File: src/sdpp_pkg.sv
// Shared constants for the serial delay programming port
package sdpp_pkg;

    // Programming word layout
    localparam int unsigned WORD_W       = 11;
    localparam int unsigned CHSEL_POS    = 0;
    localparam int unsigned MODE_POS     = 1;
    localparam int unsigned CODE_LSB     = 2;
    localparam int unsigned CODE_W       = 9;
    localparam int unsigned CODE_MSB     = CODE_LSB + CODE_W - 1;
    localparam int unsigned CODE_STEPS   = 512;

    // Channel select encoding
    localparam logic        CHSEL_A      = 1'h0;
    localparam logic        CHSEL_B      = 1'h1;

    // Reset values of the shift register and latches
    localparam logic [WORD_W-1:0] WORD_RST = 11'h000;
    localparam logic [CODE_W-1:0] CODE_RST = 9'h000;

    // Synchroniser depth for every pin input
    localparam int unsigned SYNC_STAGES  = 2;

    // Serial clock limit, and shortest half period in system cycles
    localparam int unsigned CLK_PERIOD_NS  = 10;
    localparam int unsigned SCLK_MAX_MHZ   = 20;
    localparam int unsigned SCLK_HALF_NS   = 1000 / (2 * SCLK_MAX_MHZ);
    localparam int unsigned SCLK_HALF_CYC  =
        (SCLK_HALF_NS + CLK_PERIOD_NS - 1) / CLK_PERIOD_NS;

    // Routing mode held in the latch
    typedef enum logic [0:0] {
        SDPP_DUAL    = 1'b0,
        SDPP_CASCADE = 1'b1
    } sdpp_mode_e;

endpackage

File: src/sdpp_sync.sv
// Two-stage synchroniser bank for asynchronous pin inputs
`timescale 1ns/1ps
module sdpp_sync #(
    parameter int unsigned WIDTH = 1
) (
    // Clock and reset
    input  wire logic             clk,
    input  wire logic             resetn,
    // Pins and synchronised copies
    input  wire logic [WIDTH-1:0] pin_in,
    output logic      [WIDTH-1:0] pin_sync
);
    import sdpp_pkg::*;

    logic [WIDTH-1:0] meta_ff;
    logic [WIDTH-1:0] sync_ff;

    // First stage feeds only the second stage
    always_ff @(posedge clk or negedge resetn) begin
        if (!resetn) begin
            meta_ff <= '0;
            sync_ff <= '0;
        end else begin
            meta_ff <= pin_in;
            sync_ff <= meta_ff;
        end
    end

    assign pin_sync = sync_ff;

endmodule

File: src/sdpp_out_pair.sv
// Registered differential output pair with a force-to-idle control
`timescale 1ns/1ps
module sdpp_out_pair (
    // Clock and reset
    input  wire logic clk,
    input  wire logic resetn,
    // Data and force control
    input  wire logic data_in,
    input  wire logic force_idle,
    // Output pair
    output logic      out_true,
    output logic      out_comp
);
    import sdpp_pkg::*;

    logic true_ff;
    logic comp_ff;

    // Idle state is true low, complement high
    always_ff @(posedge clk or negedge resetn) begin
        if (!resetn) begin
            true_ff <= 1'b0;
            comp_ff <= 1'b1;
        end else begin
            true_ff <= force_idle ? 1'b0 : data_in;
            comp_ff <= force_idle ? 1'b1 : ~data_in;
        end
    end

    assign out_true = true_ff;
    assign out_comp = comp_ff;

endmodule

File: src/sdpp_top.sv
// Serial programming port and output routing of a dual delay device
//
// Notes on behaviour
// RULE_01: An 11-bit shift register loads only from serial clock, data, strobe.
// RULE_02: A word is channel select, mode select, and a 9-bit delay code.
// RULE_03: Controller sends one full 11-bit load per channel; two after power-up.
// RULE_04: First bit lands in bit 0; 0 picks channel A, 1 channel B.
// RULE_05: Bit 1 is mode; upper nine bits are the code, MSB on top.
// RULE_06: Mode 0 routes input A to output A and input B to output B.
// RULE_07: Mode 1 routes input A through channel A then B to output B.
// RULE_08: In cascaded mode output pair A holds true low, complement high.
// RULE_09: The delay code is unsigned, one of 512 settings, 0 to 511.
// RULE_10: Each serial clock rising edge shifts in exactly one data bit.
// RULE_11: Strobe high makes the latch transparent; strobe falling freezes it.
// RULE_12: A closed latch ignores later serial data and serial clock activity.
// RULE_13: Channel steering and routing follow the loaded select and mode bits.
// RULE_14: Controller should raise the enable during programming, lower it after.
// RULE_15: Enable high forces true outputs low, complements high; programming works.
// RULE_16: Controller keeps the serial clock at or below 20 MHz, even duty.
// RULE_17: New bits enter at the top; extra clocks push oldest bits out.
// RULE_18: The unselected channel keeps its code across a load strobe.
`timescale 1ns/1ps
module sdpp_top (
    // Clock and reset
    input  wire logic                          clk,
    input  wire logic                          resetn,
    // Serial programming port pins
    input  wire logic                          serial_shift_clk,
    input  wire logic                          serial_data_in,
    input  wire logic                          latch_load_strobe,
    input  wire logic                          output_enable_n,
    // Signal inputs (true side of each pair)
    input  wire logic                          input_pair_a,
    input  wire logic                          input_pair_b,
    // Signal outputs
    output logic                               output_pair_a,
    output logic                               output_pair_a_n,
    output logic                               output_pair_b,
    output logic                               output_pair_b_n,
    // Latched settings for the delay lines, and the live shift register word
    output logic [sdpp_pkg::CODE_W-1:0]        delay_channel_a,
    output logic [sdpp_pkg::CODE_W-1:0]        delay_channel_b,
    output logic                               cascade_mode_bit,
    output logic [sdpp_pkg::WORD_W-1:0]        delay_program_word
);
    import sdpp_pkg::*;

    localparam int unsigned N_PINS = 6;

    // Channel select decode, shared by both latches
    function automatic logic chan_hit(input logic sel_bit, input logic chan);
        chan_hit = (sel_bit == chan);
    endfunction

    logic [N_PINS-1:0] pins_raw;
    logic [N_PINS-1:0] pins_s;
    logic              sclk_s;
    logic              serial_data_in_s;
    logic              load_s;
    logic              en_n_s;
    logic              in_a_s;
    logic              in_b_s;
    logic              sclk_last_ff;
    logic              sclk_rise;
    logic [WORD_W-1:0] shift_ff;
    logic [CODE_W-1:0] code_a_ff;
    logic [CODE_W-1:0] code_b_ff;
    sdpp_mode_e        mode_ff;
    logic              route_b_data;
    logic              force_a;

    // Every pin crosses two flops before any logic looks at it
    assign pins_raw = {input_pair_b, input_pair_a, output_enable_n,
                       latch_load_strobe, serial_data_in, serial_shift_clk};

    sdpp_sync #(
        .WIDTH (N_PINS)
    ) u_sync (
        .clk      (clk),
        .resetn   (resetn),
        .pin_in   (pins_raw),
        .pin_sync (pins_s)
    );

    assign sclk_s = pins_s[0];
    assign serial_data_in_s = pins_s[1];
    assign load_s = pins_s[2];
    assign en_n_s = pins_s[3];
    assign in_a_s = pins_s[4];
    assign in_b_s = pins_s[5];

    // Serial clock edge finder; clock and data share sync delay so
    // the bit sampled is the one present at the serial clock edge
    always_ff @(posedge clk or negedge resetn) begin
        if (!resetn) begin
            sclk_last_ff <= 1'b0;
        end else begin
            sclk_last_ff <= sclk_s;
        end
    end

    assign sclk_rise = sclk_s & ~sclk_last_ff; // RULE_10

    // Shift register: one bit per serial clock rise, new bit at the top
    always_ff @(posedge clk or negedge resetn) begin
        if (!resetn) begin
            shift_ff <= WORD_RST;
        end else if (sclk_rise) begin // RULE_01
            shift_ff <= {serial_data_in_s, shift_ff[WORD_W-1:1]}; // RULE_17
        end
    end

    // Channel A latch: transparent while the strobe is high
    always_ff @(posedge clk or negedge resetn) begin
        if (!resetn) begin
            code_a_ff <= CODE_RST;
        end else if (load_s && chan_hit(shift_ff[CHSEL_POS], CHSEL_A)) begin
            code_a_ff <= shift_ff[CODE_MSB:CODE_LSB]; // RULE_04
        end
    end

    // Channel B latch: untouched when the word selects channel A
    always_ff @(posedge clk or negedge resetn) begin
        if (!resetn) begin
            code_b_ff <= CODE_RST;
        end else if (load_s && chan_hit(shift_ff[CHSEL_POS], CHSEL_B)) begin
            code_b_ff <= shift_ff[CODE_MSB:CODE_LSB]; // RULE_18
        end
    end

    // Mode latch follows every load, whichever channel it targets
    always_ff @(posedge clk or negedge resetn) begin
        if (!resetn) begin
            mode_ff <= SDPP_DUAL;
        end else if (load_s) begin // RULE_11
            mode_ff <= sdpp_mode_e'(shift_ff[MODE_POS]); // RULE_13
        end
    end

    // Routing: cascade sends input A on to output B and parks output A
    assign route_b_data = (mode_ff == SDPP_CASCADE) ? in_a_s : in_b_s; // RULE_07
    assign force_a      = en_n_s | (mode_ff == SDPP_CASCADE); // RULE_08

    // Output pairs; disable only masks outputs, programming goes on
    sdpp_out_pair u_out_a (
        .clk        (clk),
        .resetn     (resetn),
        .data_in    (in_a_s),
        .force_idle (force_a),
        .out_true   (output_pair_a),
        .out_comp   (output_pair_a_n)
    );

    sdpp_out_pair u_out_b (
        .clk        (clk),
        .resetn     (resetn),
        .data_in    (route_b_data),
        .force_idle (en_n_s), // RULE_15
        .out_true   (output_pair_b),
        .out_comp   (output_pair_b_n)
    );

    // Latched settings and the live shift register word straight from their flops
    assign delay_channel_a    = code_a_ff; // RULE_09
    assign delay_channel_b    = code_b_ff;
    assign cascade_mode_bit   = mode_ff;
    assign delay_program_word = shift_ff;
endmodule

File: config.mk
export PLATFORM = sky130hd
export DESIGN_NAME = sdpp_top
export DESIGN_NICKNAME = d
export VERILOG_FILES = /design/src/sdpp_pkg.sv /design/src/sdpp_sync.sv /design/src/sdpp_out_pair.sv /design/src/sdpp_top.sv
export SDC_FILE = /design/constraint.sdc
export NUM_CORES = 1
export LEC_CHECK = 0
export ABC_AREA = 0
export BUFFER_PORTS_ARGS = -buffer_cell sky130_fd_sc_hd__buf_2
export CAP_MARGIN = 30
export CORE_ASPECT_RATIO = 1.1
export CORE_UTILIZATION = 30
export DETAILED_ROUTE_END_ITERATION = 8
export GPL_TIMING_DRIVEN = 0
export PLACE_DENSITY_LB_ADDON = 0.3
export SYNTH_ARGS = -nofsm -noshare
export SYNTH_HDL_FRONTEND = slang
export SYNTH_SLANG_ARGS = --single-unit
File: constraint.sdc
create_clock -name clk -period 3.4 [get_ports clk]
set_input_delay 0.17 -clock clk [delete_from_list [all_inputs] [get_ports clk]]
set_output_delay 0.17 -clock clk [all_outputs]
set_load 0.01 [all_outputs]
==> run metrics, run 1 <==
Vias around 890; register area 1180 sq um; Site Rows 27; minimum clock period approximately 1200 ps; Power, Total 1.77 mW; HP Start u_sync.meta_ff[2]$_DFF_PN0_; Setup TNS 0 ps; syn avg cell area 18.6 sq um; unique cell type count in the Yosys netlist 13; WP data arrival around 1300 ps; CP startpoint delay_program_word[0]$_DFFE_PN0P_; final WL around 2800 microns; drt wl/cell approximately 13 microns; Synth Cell Area 1630 sq um; Die Area ~5700 sq um; area of the multi-input gates 432 sq um; Ys Warns 0; flops & latches, synth 47; clock share of power 0.179; Final HPWL DP around 1900 microns; Sequential Power Share 0.493; cell count after synthesis 88; r2r startpoint delay_program_word[0]$_DFFE_PN0P_; post-synthesis simple-gate area fraction 0.0307; CP Buf/Inv Count 1; TritonCTS clock tree built; period utilization 0.342; Setup Skew 4.11 ps; cell internal pwr 1.22 mW; Worst path top cell family by delay flip-flops; Compound-Gate Fraction of Synth Area 0; Pleak 1.03 nW; Max Fclk about 0.86 GHz; GR Util All Layers 0.106; Hold Path Class flip-flop to flip-flop; Worst-Margin Slew between 500 and 600 ps; first-pass GRT wire length approximately 4500 microns; Iter 0 DRT Violations 50; max incr delay on CP around 420 ps; element type at the critical path end flip-flop; clock-pin slew on the worst setup and hold paths 80 ps; status finished clean; sw frac 0.308; I/O pin cnt between 40 and 50; layout cell share with drive strength beyond 1 0.586; RD Place Congestion roughly 0.68; DRC Markers 0; I/O Buffers just over 40; mux share of post-synthesis cell area 0.234; Post-Synth Adder-Cell Area 0; DIE HEIGHT ~79 microns; antenna violations before repair 0; Root Driver clkbuf_8; Pins Over Slew Limit 0; CP Max Fanout 9; unrepaired setup endpoints after global routing false; largest family of logic cells by synthesized area multiplexers; CORE AREA approximately 5100 sq um; Setup Buffers After CTS 0; CP Launch Type flip-flop; Slew HR 0.614; DR vias/cell a little over 4; CP cell instances nand2b_1 > buf_6 > mux2_4; Detail Route Antenna Nets 0; Placement Setup Slack approximately 2200 ps; Starting Density 0.318; Combinational Power Share 0.328; Pre-Repair DR Iteration Count 2; clk_lat worst skew roughly 290 ps; number of diodes 0; NetSw 0.544 mW; Peak supply drop 0.230 mV; final worst slack 2240 ps; Layout area overhead 29.0%; final hold vios 0; sequential element share of the synthesized area 0.722; max-cap viol count 0; Finish-stage setup viols 0; Setup CP Type flip-flop to flip-flop; PD cells between 800 and 900 nW/um^2; CP max-delay cell dfrtp_1; Req. time, crit path approximately 3600 ps; vias in the first global route 921; die width just over 70 microns; largest net degree at the start of global routing 25; gr ovfl total 0; CTS Buf Count 5; Clock Sinks 47; Longest Clk Path Bufs 2; H-tree depth 2; # fillers 506; XOR/XNOR Fraction of Synth Area 0; Mapped Nets 96; nets@finish about 150
-- per-layer routing --
metal | global-route usage | wire [microns] | vias up
li1 | - | - | 411
met1 | 0.130 | 1240 | 448
met2 | 0.177 | 1350 | 27
met3 | 0.0265 | 121 | 5
met4 | 0.0471 | 42 | 0
met5 | 0 | 0 | -
-- power by group through the flow --
stage,Combinational (mW),Clock (mW),Sequential [mW]
6_report,0.579,0.316,0.871
3_3_place_gp,0.569,0,0.871
4_1_cts,0.592,0.328,0.872
2_1_floorplan,0.265,0,0.949
3_5_place_dp,0.584,0,0.883
5_1_grt,0.627,0.353,0.902
-- synthesized netlist by cell type --
cell type	instances	area [sq um]
buf_6	2	22.5
dfrtp_1	45	1130
nand2_2	1	6.26
and2_1	1	6.26
dfstp_2	2	52.6
nand2b_1	1	6.26
mux2_2	21	236
mux2_4	9	135
nor2_1	2	7.51
nand2_1	1	3.75
nand2b_4	1	13.8
or2_2	1	6.26
mux2i_1	1	10.0
-- cells by family (layout without fill, tap and decap cells) --
kind of cell           Yosys count  after routing
DFF                             47             47
buffers and inverters            2             59
and+or+nand+nor                  8              8
muxes                           31             31
-- cell type report --
| class | instances | area share |
|---|---|---|
| plain buffers | 2 | 0.0107 |
| clock buffers | 7 | 0.0362 |
| clock inverters | 1 | 0.00238 |
| multi-input cells | 39 | 0.205 |
| flip-flops and latches | 47 | 0.559 |
| well taps | 72 | 0.0428 |
| repair buffers | 49 | 0.144 |
-- metrics by stage --
step	cells	instance area, sq um	utilization	hold slack (ps)
finish	217	2110	0.410	349
CTS	217	2110	0.410	355
global route	217	2110	0.410	361
global placement	201	1930	0.375	279
floorplan	88	1630	-	-126
detailed placement	202	1960	0.381	199
-- placed cells by master (no fill, tap or decap), drive strengths merged --
cell	instances
mux2i	1
dfstp	2
dlygate4sd3	7
dfrtp	45
buf	44
nand2b	2
nor2	2
and2	1
nand2	2
clkinv	1
mux2	30
or2	1
clkbuf	7
-- timing repair --
action / in CTS / in global routing
endpoints found under the hold margin: 27 / 0
hold buffers: 7 / 0
gates resized for setup: 0 / 0
-- worst paths after layout --
check,slack [ps],end,depth (start not counted)
setup / recovery,2240,delay_channel_a[5]$_DFFE_PN0P_,3
hold / removal,350,u_sync.pin_sync[2]$_DFF_PN0_,0
setup reg to reg,2240,delay_channel_a[5]$_DFFE_PN0P_,3
hold reg to reg,350,u_sync.pin_sync[2]$_DFF_PN0_,0
max in group asynchronous,2470,cascade_mode_bit$_DFFE_PN0P_,3
min in group asynchronous,420,u_out_b.out_true$_DFF_PN0_,2
-- registers in the layout, summed over array words and instances, names as in the netlist --
| name | cells |
|---|---|
| u_out_b.out_comp | 1 |
| u_sync.meta_ff | 6 |
| u_out_a.out_true | 1 |
| u_out_a.out_comp | 1 |
| sclk_last_ff | 1 |
| u_sync.pin_sync | 6 |
| cascade_mode_bit | 1 |
| u_out_b.out_true | 1 |
| delay_channel_a | 9 |
| delay_channel_b | 9 |
| delay_program_word | 11 |
(Power assumes the default switching activity.)
==> inputs of run 2 (changes only) <==
- clock period: 3.4 -> 1.1 ns (I/O delays scaled with it)
==> run 2 against run 1 <==
Effect of this change:
- the run now ends with negative setup slack left
- combinational power grew to 3.7 times the previous value
- maximum frequency is 2.6% higher
- register-to-register slack lost 2300 ps
- largest power group unchanged
- highest routed layer unchanged
==> run metrics, run 2 (same netlist as run 1, synthesis figures left out) <==
max incr delay on CP 470 ps; period utilization 1.03; drt wl/cell between 10 and 15 microns; Root Driver clkbuf_8; cell internal pwr between 4 and 5 mW; PD cells around 2600 nW/um^2; final core utilization 0.433; DR vias/cell approximately 4.2; Layout area overhead 36.2%; Hold Path Class input pin to asynchronous set/reset pin; CP Max Fanout 5; Pins Over Slew Limit 0; max-cap viol count 0; Placement Setup Slack -77.3 ps; number of diodes 0; Die Area 5740 sq um; CTS Buf Count 5; most frequent cells in the layout dfrtp_1, buf_2, mux2_4; post-route insts no fill approximately 220; Setup CP Type flip-flop to flip-flop; I/O pin cnt 42; element type at the critical path end flip-flop; max reg flops 11; Pleak 1.10 nW; Longest Clk Path Bufs 2; NetSw around 1.8 mW; nets@finish between 150 and 200; r2r startpoint u_sync.pin_sync[2]$_DFF_PN0_; final WL ~3000 microns; Pre-Repair DR Iteration Count 3; Sequential Power Share 0.461; met3 Track Usage GR 0.0341; Site Rows 27; RD Place Congestion roughly 0.65; antenna violations before repair 0; WP data arrival 1310 ps; CP startpoint u_sync.pin_sync[2]$_DFF_PN0_; clk_lat worst skew roughly 300 ps; Finish-stage setup viols 11; Final HPWL DP roughly 1800 microns; Detail Route Antenna Nets 0; DIE HEIGHT 79.4 microns; commonest non-fill, non-tap cell in the layout dfrtp_1; status finished with violations; Req. time, crit path 1280 ps; failing checks negative setup slack; met2 Use GR 0.167; CORE AREA just over 5000 sq um; gr ovfl total 0; Setup Skew ~8 ps; H-tree depth 2; Peak supply drop 0.782 mV; Vias 928; vias in the first global route around 930; CP cell instances nand2b_4 > buf_12 > mux2_4; met1 global-route usage 0.152; DRC Markers 0; largest net degree at the start of global routing 37; Setup TNS -251 ps; Starting Density 0.318; final hold vios 0; first-pass GRT wire length about 4800 microns; layout cell share with drive strength beyond 1 0.617; final worst slack -34.8 ps; global route hottest layer met2; unrepaired setup endpoints after global routing true; clock share of power 0.168; Slew HR 0.815; CP max-delay cell dfrtp_2; Clock Sinks 47; CP Launch Type flip-flop; Worst-Margin Slew between 200 and 300 ps; Combinational Power Share 0.371; dpl cells between 200 and 250; Max Fclk just under 0.9 GHz; sw frac 0.306; I/O Buffers 41; minimum clock period 1130 ps; die width ~72 microns; clock-pin slew on the worst setup and hold paths ~80 ps; GR Util All Layers 0.115; Iter 0 DRT Violations 46; TritonCTS clock tree built
[run 2: repair_timing]
| item | CTS | global route |
|---|---|---|
| setup buffers | 3 | 0 |
| cloned | 1 | 1 |
| hold buffers | 7 | 0 |
| endpoints found under the hold margin | 53 | 0 |
| gates resized for setup | 8 | 9 |
| setup endpoints to repair | 19 | 23 |
[run 2: power by group through the flow]
stage / sequential (mW) / clock [mW] / combinational [mW]
CTS: 2.69 / 1.02 / 2.08
floorplan: 2.93 / 0 / 0.846
global placement: 2.69 / 0 / 1.78
finish: 2.70 / 0.982 / 2.17
detailed placement: 2.73 / 0 / 1.82
global route: 2.80 / 1.09 / 2.33
[run 2: worst max-delay path, delay by kind of cell (launching register included)]
| kind | cells | cell delay, ps |
|---|---|---|
| flip-flops | 1 | 470 |
| multiplexers | 1 | 290 |
| AND/OR/NAND/NOR | 1 | 130 |
| buffers and inverters | 1 | 130 |
[run 2: path summary, 6_finish.rpt]
| kind | end | slack, ps | cells past startpoint |
|---|---|---|---|
| setup / recovery | delay_channel_a[6]$_DFFE_PN0P_ | -30 | 3 |
| hold / removal | u_out_a.out_true$_DFF_PN0_ | 160 | 2 |
| setup reg to reg | delay_channel_a[6]$_DFFE_PN0P_ | -30 | 3 |
| hold reg to reg | u_sync.pin_sync[1]$_DFF_PN0_ | 350 | 0 |
| max in group asynchronous | u_sync.pin_sync[0]$_DFF_PN0_ | 450 | 3 |
| min in group clk | u_sync.pin_sync[1]$_DFF_PN0_ | 350 | 0 |
[run 2: per-stage QoR]
step / hold WS (ps) / power [mW] / cell area [sq um]
global placement: 164 / 4.47 / 1940
global route: 191 / 6.23 / 2220
floorplan: -241 / 3.78 / 1640
CTS: 174 / 5.79 / 2180
detailed placement: -51.5 / 4.54 / 1960
finish: 163 / 5.85 / 2220
[run 2: cell type report]
cell class	instances	area (sq um)
Buffer	1	20.0
Clock buffer	7	76.3
Clock inverter	1	5.00
Fill cell	483	2910
Multi-Input combinational cell	40	492
Sequential cell	47	1180
Tap cell	72	90.1
Timing Repair Buffer	53	359
[run 2: routing by layer]
layer / wire (microns) / share of wire
met1: 1390 / 0.47
met2: 1390 / 0.47
met3: 128 / 0.043
met4: 75 / 0.025
met5: 0 / 0
